--- src/design/link_host_control_pkg.sv ---
package link_host_control_pkg;

    // ------------------------------------------------------------
    // Register offsets (byte addresses)
    // ------------------------------------------------------------
    localparam logic [11:0] HOST_CTRL_SET_OFS   = 12'h050;
    localparam logic [11:0] HOST_CTRL_CLR_OFS   = 12'h054;
    localparam logic [11:0] SELF_ID_BASE_OFS    = 12'h064;

    // Offset ranges whose registers sit in the PHY-clock domain.
    localparam logic [11:0] PHY_DOM_A_LO        = 12'h0DC;
    localparam logic [11:0] PHY_DOM_A_HI        = 12'h0F0;
    localparam logic [11:0] PHY_DOM_B_LO        = 12'h100;
    localparam logic [11:0] PHY_DOM_B_HI        = 12'h11C;

    // ------------------------------------------------------------
    // Host control field positions
    // ------------------------------------------------------------
    localparam int          CFG_PERMIT_BIT      = 23;
    localparam int          ENHANCE_BIT         = 22;
    localparam int          POWER_BIT           = 19;
    localparam int          POSTED_BIT          = 18;
    localparam int          LINK_ACTIVE_BIT     = 17;
    localparam int          SOFT_RESET_BIT      = 16;

    // ------------------------------------------------------------
    // Self-ID base pointer layout
    // ------------------------------------------------------------
    localparam int          SID_LSB             = 11;
    localparam int          SID_W               = 21;

    // ------------------------------------------------------------
    // Values after reset, and the all-ones read value for suppressed aborts
    // ------------------------------------------------------------
    localparam logic        CFG_PERMIT_RESET    = 1'b1;
    localparam logic        CTRL_BIT_RESET      = 1'b0;
    localparam logic [20:0] SID_RESET           = 21'h00000;
    localparam logic [31:0] ALL_ONES            = 32'hFFFFFFFF;

    // ------------------------------------------------------------
    // Counts of cycles
    // ------------------------------------------------------------
    localparam int          SOFT_RESET_CYCLES   = 16;

endpackage

--- src/design/soft_reset_sequencer.sv ---
`timescale 1ns/100ps

// Holds a busy level for a fixed number of cycles after a start pulse.
module soft_reset_sequencer #(
    parameter int CYCLES = link_host_control_pkg::SOFT_RESET_CYCLES
) (
    input  wire logic ref_clk,
    input  wire logic reset,
    input  wire logic start,
    output logic      busy
);

    localparam int CW = $clog2(CYCLES + 1);

    typedef struct packed {
        logic          busy;
        logic [CW-1:0] count;
    } seq_state_t;

    seq_state_t state;
    seq_state_t next_state;

    // ------------------------------------------------------------
    // Sequencing
    // ------------------------------------------------------------

    // A start while idle loads the counter; busy drops when it runs out.
    always_comb begin
        next_state = state;
        if (!state.busy && start) begin
            next_state.busy  = 1'b1;
            next_state.count = CW'(CYCLES - 1);
        end else if (state.busy) begin
            if (state.count == '0) begin
                next_state.busy = 1'b0;
            end else begin
                next_state.count = state.count - 1'b1;
            end
        end
    end

    // Registers the state copy.
    always_ff @(posedge ref_clk) begin
        if (reset) begin
            state <= '0;
        end else begin
            state <= next_state;
        end
    end

    assign busy = state.busy;

endmodule

--- src/design/link_host_control_selfid_ptr.sv ---
`timescale 1ns/100ps

module link_host_control_selfid_ptr #(
    parameter int SOFT_RESET_LEN = link_host_control_pkg::SOFT_RESET_CYCLES
) (
    input  wire logic        ref_clk,
    input  wire logic        reset,
    input  wire logic        reg_req,
    input  wire logic        reg_write,
    input  wire logic [11:0] reg_addr,
    input  wire logic [31:0] reg_wdata,
    output logic      [31:0] reg_rdata,
    output logic             reg_ack,
    output logic             reg_abort,
    input  wire logic        phy_clock_running,
    input  wire logic        abort_suppress,
    input  wire logic        eeprom_load,
    input  wire logic        eeprom_phy_config_permit,
    output logic             phy_comm_enable,
    output logic             link_traffic_enable,
    output logic             posted_write_allow_out,
    output logic             phy_enhancements_on,
    output logic             link_state_reset,
    output logic      [31:0] self_id_base_addr
);

    // Width of the busy-length counter that the software reset length check reads.
    localparam int BW = $clog2(SOFT_RESET_LEN + 1) + 1;

    typedef struct packed {
        logic          phy_config_permit;
        logic          phy_enhancement_enable;
        logic          link_power_status;
        logic          posted_write_allow;
        logic          link_active_switch;
        logic [20:0]   self_id_base;
        logic [31:0]   rdata;
        logic          ack;
        logic          abort;
        logic          traffic;
        logic [BW-1:0] busy_len;
    } bank_state_t;

    bank_state_t state;
    bank_state_t next_state;
    logic        reset_busy;
    logic        reset_start;
    logic        hit_set;
    logic        hit_clr;
    logic        hit_sid;
    logic        phy_domain;
    logic [31:0] ctrl_view;

    // ------------------------------------------------------------
    // Software reset sequencer
    // ------------------------------------------------------------

    // Runs the software reset for a fixed number of cycles.
    soft_reset_sequencer #(
        .CYCLES (SOFT_RESET_LEN)
    ) u_soft_reset (
        .ref_clk (ref_clk),
        .reset   (reset),
        .start   (reset_start),
        .busy    (reset_busy)
    );

    // ------------------------------------------------------------
    // Address decode
    // ------------------------------------------------------------

    // Decodes the mapped registers and the PHY-clock domain ranges.
    assign hit_set    = (reg_addr == link_host_control_pkg::HOST_CTRL_SET_OFS);
    assign hit_clr    = (reg_addr == link_host_control_pkg::HOST_CTRL_CLR_OFS);
    assign hit_sid    = (reg_addr == link_host_control_pkg::SELF_ID_BASE_OFS);
    assign phy_domain = ((reg_addr >= link_host_control_pkg::PHY_DOM_A_LO) &&
                         (reg_addr <= link_host_control_pkg::PHY_DOM_A_HI)) ||
                        ((reg_addr >= link_host_control_pkg::PHY_DOM_B_LO) &&
                         (reg_addr <= link_host_control_pkg::PHY_DOM_B_HI));

    // A write of 1 to the self-clearing reset bit at the set address starts a reset.
    assign reset_start = reg_req && reg_write && hit_set && !phy_domain &&
                         reg_wdata[link_host_control_pkg::SOFT_RESET_BIT];

    // ------------------------------------------------------------
    // Read view of host control
    // ------------------------------------------------------------

    // Assembles the read value; unused and reserved positions read zero.
    always_comb begin
        ctrl_view = 32'h00000000;
        ctrl_view[link_host_control_pkg::CFG_PERMIT_BIT]  = state.phy_config_permit;
        ctrl_view[link_host_control_pkg::ENHANCE_BIT]     = state.phy_enhancement_enable;
        ctrl_view[link_host_control_pkg::POWER_BIT]       = state.link_power_status;
        ctrl_view[link_host_control_pkg::POSTED_BIT]      = state.posted_write_allow;
        ctrl_view[link_host_control_pkg::LINK_ACTIVE_BIT] = state.link_active_switch;
        ctrl_view[link_host_control_pkg::SOFT_RESET_BIT]  = reset_busy;
    end

    // ------------------------------------------------------------
    // Next state
    // ------------------------------------------------------------

    // Computes register updates, the access answer and the traffic gate.
    always_comb begin
        next_state       = state;
        next_state.ack   = 1'b0;
        next_state.abort = 1'b0;
        if (eeprom_load) begin
            next_state.phy_config_permit = eeprom_phy_config_permit;
        end
        if (reg_req) begin
            if (phy_domain && !phy_clock_running) begin
                // The PHY clock is stopped, so this access cannot complete normally.
                if (abort_suppress) begin
                    next_state.ack   = 1'b1;
                    next_state.rdata = link_host_control_pkg::ALL_ONES;
                end else begin
                    next_state.abort = 1'b1;
                    next_state.rdata = 32'h00000000;
                end
            end else begin
                next_state.ack   = 1'b1;
                next_state.rdata = 32'h00000000;
                if (!reg_write) begin
                    if (hit_set || hit_clr) begin
                        next_state.rdata = ctrl_view;
                    end else if (hit_sid) begin
                        next_state.rdata = {state.self_id_base, 11'h000};
                    end
                end else if (hit_set) begin
                    // Ones at the set address set the matching writable bits.
                    if (reg_wdata[link_host_control_pkg::ENHANCE_BIT]) begin
                        next_state.phy_enhancement_enable = 1'b1;
                    end
                    if (reg_wdata[link_host_control_pkg::POWER_BIT]) begin
                        next_state.link_power_status = 1'b1;
                    end
                    if (reg_wdata[link_host_control_pkg::POSTED_BIT]) begin
                        next_state.posted_write_allow = 1'b1;
                    end
                    if (reg_wdata[link_host_control_pkg::LINK_ACTIVE_BIT]) begin
                        next_state.link_active_switch = 1'b1;
                    end
                end else if (hit_clr) begin
                    // Ones at the clear address clear the matching writable bits.
                    if (reg_wdata[link_host_control_pkg::ENHANCE_BIT]) begin
                        next_state.phy_enhancement_enable = 1'b0;
                    end
                    if (reg_wdata[link_host_control_pkg::POWER_BIT]) begin
                        next_state.link_power_status = 1'b0;
                    end
                    if (reg_wdata[link_host_control_pkg::POSTED_BIT]) begin
                        next_state.posted_write_allow = 1'b0;
                    end
                    if (reg_wdata[link_host_control_pkg::LINK_ACTIVE_BIT]) begin
                        next_state.link_active_switch = 1'b0;
                    end
                end else if (hit_sid) begin
                    // Only the aligned upper bits are stored.
                    next_state.self_id_base = reg_wdata[31:link_host_control_pkg::SID_LSB];
                end
            end
        end
        // A software reset returns enhancement, posted write, link active and self-ID base to reset values; link power status is kept.
        if (reset_busy || reset_start) begin
            next_state.phy_enhancement_enable = link_host_control_pkg::CTRL_BIT_RESET;
            next_state.posted_write_allow     = link_host_control_pkg::CTRL_BIT_RESET;
            next_state.link_active_switch     = link_host_control_pkg::CTRL_BIT_RESET;
            next_state.self_id_base           = link_host_control_pkg::SID_RESET;
        end
        // Counts the cycles of a running software reset so its length can be checked.
        if (reset_busy) begin
            next_state.busy_len = state.busy_len + 1'b1;
        end else begin
            next_state.busy_len = '0;
        end
        // Traffic stops at once whenever the link is inactive or resetting.
        next_state.traffic = next_state.link_active_switch && !reset_busy &&
                             !reset_start;
    end

    // ------------------------------------------------------------
    // State register
    // ------------------------------------------------------------

    // Registers the state copy; hardware reset restores every default.
    always_ff @(posedge ref_clk) begin
        if (reset) begin
            state                        <= '0;
            state.phy_config_permit      <= link_host_control_pkg::CFG_PERMIT_RESET;
            state.link_active_switch     <= link_host_control_pkg::CTRL_BIT_RESET;
            state.self_id_base           <= link_host_control_pkg::SID_RESET;
        end else begin
            state <= next_state;
        end
    end

    // ------------------------------------------------------------
    // Outputs
    // ------------------------------------------------------------

    // Every output is taken straight from a flip-flop.
    assign reg_rdata              = state.rdata;
    assign reg_ack                = state.ack;
    assign reg_abort              = state.abort;
    assign phy_comm_enable        = state.link_power_status;
    assign link_traffic_enable    = state.traffic;
    assign posted_write_allow_out = state.posted_write_allow;
    assign phy_enhancements_on    = state.phy_enhancement_enable;
    assign link_state_reset       = reset_busy;
    assign self_id_base_addr      = {state.self_id_base, 11'h000};
endmodule

--- config.mk ---
export PLATFORM = sky130hd
export DESIGN_NAME = link_host_control_selfid_ptr
export DESIGN_NICKNAME = d
export VERILOG_FILES = /design/src/design/link_host_control_pkg.sv /design/src/design/soft_reset_sequencer.sv /design/src/design/link_host_control_selfid_ptr.sv
export SDC_FILE = /design/constraint.sdc
export NUM_CORES = 1
export LEC_CHECK = 0
export ABC_AREA = 1
export CAP_MARGIN = 20
export CORE_MARGIN = 4
export CORE_UTILIZATION = 40
export CTS_BUF_LIST = sky130_fd_sc_hd__clkbuf_2 sky130_fd_sc_hd__clkbuf_4 sky130_fd_sc_hd__clkbuf_8
export DETAILED_ROUTE_END_ITERATION = 7
export DONT_BUFFER_PORTS = 1
export GPL_ROUTABILITY_DRIVEN = 1
export PLACE_DENSITY = 0.54
export REMOVE_ABC_BUFFERS = 1
export SYNTH_ARGS = -nofsm -noshare
export SYNTH_HDL_FRONTEND = slang
export SYNTH_SLANG_ARGS = --single-unit
export TNS_END_PERCENT = 10
--- constraint.sdc ---
create_clock -name ref_clk -period 1.9 [get_ports ref_clk]
set_input_delay 0 -clock ref_clk [delete_from_list [all_inputs] [get_ports ref_clk]]
set_output_delay 0 -clock ref_clk [all_outputs]
set_load 0.03 [all_outputs]
==> metrics.md <==
| Metric | Value |
|---|---|
| Status | `finished, final reports clean` |
| CTS Root Cell | `clkbuf_8` |
| Reg2reg start | `posted_write_allow_out` |
| Synthesized area | `3060 um2` |
| Seq/Total Area, Yosys | `37.3%` |
| Top achievable clock speed | `589 MHz` |
| Final Hold Violating Endpoints | `0` |
| Post-cts resize count | `0` |
| CP max-delay cell | `dlygate4sd3_1` |
| Max-slew violation count | `0` |
| Max-slew headroom | `64.6%` |
| Clock transition at the registers of the reported paths | `0.06 ns` |
| Drt total wl | `7.62 mm` |
| Setup crit end kind | `register` |
| Worst-path fanout max | `6` |
| DR iter-0 viols | `97` |
| IO buf count | `0` |
| GRT overflow | `0` |
| Vias in the first global route | `2583` |
| Peak supply drop | `0.512 mV` |
| H-Tree Depth | `3` |
| Critical setup path kind | `in2reg` |
| Max cap viols | `0` |
| Min-delay src | `reg_write` |
| WL/cell | `13.1 um` |
| Post-Syn Instances | `455` |
| Cell row count | `31` |
| Register area | `1140 um2` |
| Worst path max stage delay | `0.56 ns` |
| Worst setup path start | `reg_addr[5]` |
| Min-delay worst type | `in2reg` |
| Initial antenna violation count | `0` |
| Crit path time final | `1.70 ns` |
| Wire length of the first global-routing pass | `12.5 mm` |
| Synthesis-stage register bit count | `57` |
| Layout cells sized above 1 | `12.0%` |
| RSZ-0062 raised after global routing | `false` |
| Worst Skew | `0.00739 ns` |
| Starting Density | `41.7%` |
| Setup bufs post-CTS | `0` |
| CTS hold repair buffers | `31` |
| Critical Path RT | `2.17 ns` |
| Detailed Place HPWL | `5.26 mm` |
| Synth unique cells | `31` |
| Clock Sink Count | `57` |
| Core Footprint | `7330 um2` |
| Largest net degree at the start of global routing | `36` |
| Post-synth top area cell | `dfxtp_1` |
| Die width | `95.4 um` |
| Final Power | `2.42 mW` |
| CTS tree | `yes` |
| Area growth, synth to finish | `14.1%` |
| DR pass1 iterations | `4` |
| Yosys top cell area share | `37.3%` |
| Area of the multi-input gates | `1460 um2` |
| Family with the most delay on the worst path | `buffers and inverters` |
| Worst Tran Pin Value | `0.530 ns` |
| Number of CTS-inserted buffers | `9` |
| # diodes | `0` |
| Die Ht | `95.4 um` |
| Vias per cell | `4.62` |
| Worst Path Buf+Inv | `2` |
| Setup TNS Final | `0 ns` |
| GRT Util Overall | `17.7%` |
| Fin crit share | `89.4%` |
| Ranking of synthesized cells by area | `dfxtp_1 (37%), nand2_1 (16%), nor2_1 (11%), inv_1 (6.1%), buf_4 (5.7%)` |
| Pwr dens | `694 nW/um2` |
| DRC Markers | `0` |
| Die area | `9100 um2` |
| Synth warn | `0` |
| Routability cong. | `0.824` |
| # IOs | `123` |
| Syn avg cell area | `6.72 um2` |
| LEAKAGE | `1.66 nW` |
| Clock tree buffer depth | `2` |
| Nets | `530` |
| Setup Viol. Count Final | `0` |
| FILL cells | `762` |
| CP Cell Sequence | `dlygate4sd3_1, nor2_2, nand2_2, nor2_4, nand3_1, nand2_1, nand3_1, a31oi_2, dlygate4sd3_1` |
| Worst Path Arrival | `1.97 ns` |
| Routed Antenna Nets | `0` |
| Vias | `2683` |
| Worst skew pair latency | `0.33 ns` |
| Crit path launch type | `input pin` |
per-layer routing:
metal | global-route usage [%] | up-vias | wire, um
met5 | 0 | - | 0
met4 | 6.04 | 0 | 72
met2 | 28.2 | 73 | 3550
met1 | 22.0 | 1202 | 3440
met3 | 6.39 | 8 | 558
li1 | - | 1400 | -
cell type report:
| class | instances | area share [%] |
|---|---|---|
| Clock buffer | 13 | 4.77 |
| Clock inverter | 3 | 0.431 |
| Inverter | 55 | 5.92 |
| Multi-Input combinational cell | 317 | 42.0 |
| Sequential cell | 57 | 32.8 |
| Tap cell | 99 | 3.55 |
| Timing Repair Buffer | 37 | 10.5 |
metrics by stage:
stage               std cells  hold WS (ns)  worst slack (ns)  instance area, um2  util [%]
floorplan                 429        0.0656            -0.898                2810         -
global placement          534        0.0673             0.413                2980      40.7
detailed placement        534        0.0749             0.373                2980      40.7
CTS                       581       0.00111             0.221                3490      47.6
global route              581        0.0320            0.0618                3490      47.6
finish                    581        0.0199             0.201                3490      47.6
final timing paths:
| kind | slack, ns | cells past startpoint | end |
|---|---|---|---|
| hold / removal | 0.02 | 5 | reg_rdata[25] |
| setup reg to reg | 0.31 | 5 | reg_rdata[18] |
| hold reg to reg | 0.46 | 2 | u_soft_reset.state[4] |
| setup / recovery | 0.20 | 9 | reg_rdata[18] |
cells by family after synthesis:
family	after synthesis	synth area share, %
and+or+nand+nor	272	39.1
buffers and inverters	91	16.0
DFF	57	37.3
AOI/OAI and AO/OA	30	6.14
xor gates and xnor gates	3	0.860
adders and majority gates	1	0.409
other	1	0.123
cell usage in the layout, fill, tap and decap left out, drive strengths merged:
master       Yosys  final
nor2            96     96
nand3           25     25
dfxtp           57     57
ha               1      1
or2              1      1
xor2             2      2
nor3             6      6
buf             32      7
nor3b            1      1
a31oi            5      5
o21ai           10     10
nor4             1      1
xnor2            1      1
a21oi           15     15
clkinv           1      4
nand4            5      5
dlygate4sd3      0     30
clkbuf           4     13
inv             54     54
conb             1     11
nand2          137    137
flip-flops by register name, summed over array words and instances, names as in the netlist:
name / count
posted_write_allow_out: 1
u_soft_reset.busy: 1
ctrl_view: 2
reg_abort: 1
reg_rdata: 22
u_soft_reset.state: 5
reg_ack: 1
phy_comm_enable: 1
self_id_base_addr: 21
link_traffic_enable: 1
phy_enhancements_on: 1
report_power, final:
group | switching [mW] | internal (mW)
clock | 0.460 | 0.567
combinational | 0.119 | 0.0679
sequential | 0.00793 | 1.20
worst register-to-register path, stage by stage, from the launching register on:
cell           delay [ns]
dfxtp_1              0.55
nand3_1              0.12
nand2_1              0.08
nand3_1              0.08
a31oi_2              0.14
dlygate4sd3_1        0.55
cell usage after synthesis (all sizes together):
| cell type | count |
|---|---|
| a21oi | 15 |
| a31oi | 5 |
| buf | 32 |
| clkbuf | 4 |
| clkinv | 1 |
| conb | 1 |
| dfxtp | 57 |
| ha | 1 |
| inv | 54 |
| nand2 | 137 |
| nand3 | 25 |
| nand4 | 5 |
| nor2 | 96 |
| nor3 | 6 |
| nor3b | 1 |
| nor4 | 1 |
| o21ai | 10 |
| or2 | 1 |
| xnor2 | 1 |
| xor2 | 2 |
(Power assumes the default switching activity.)
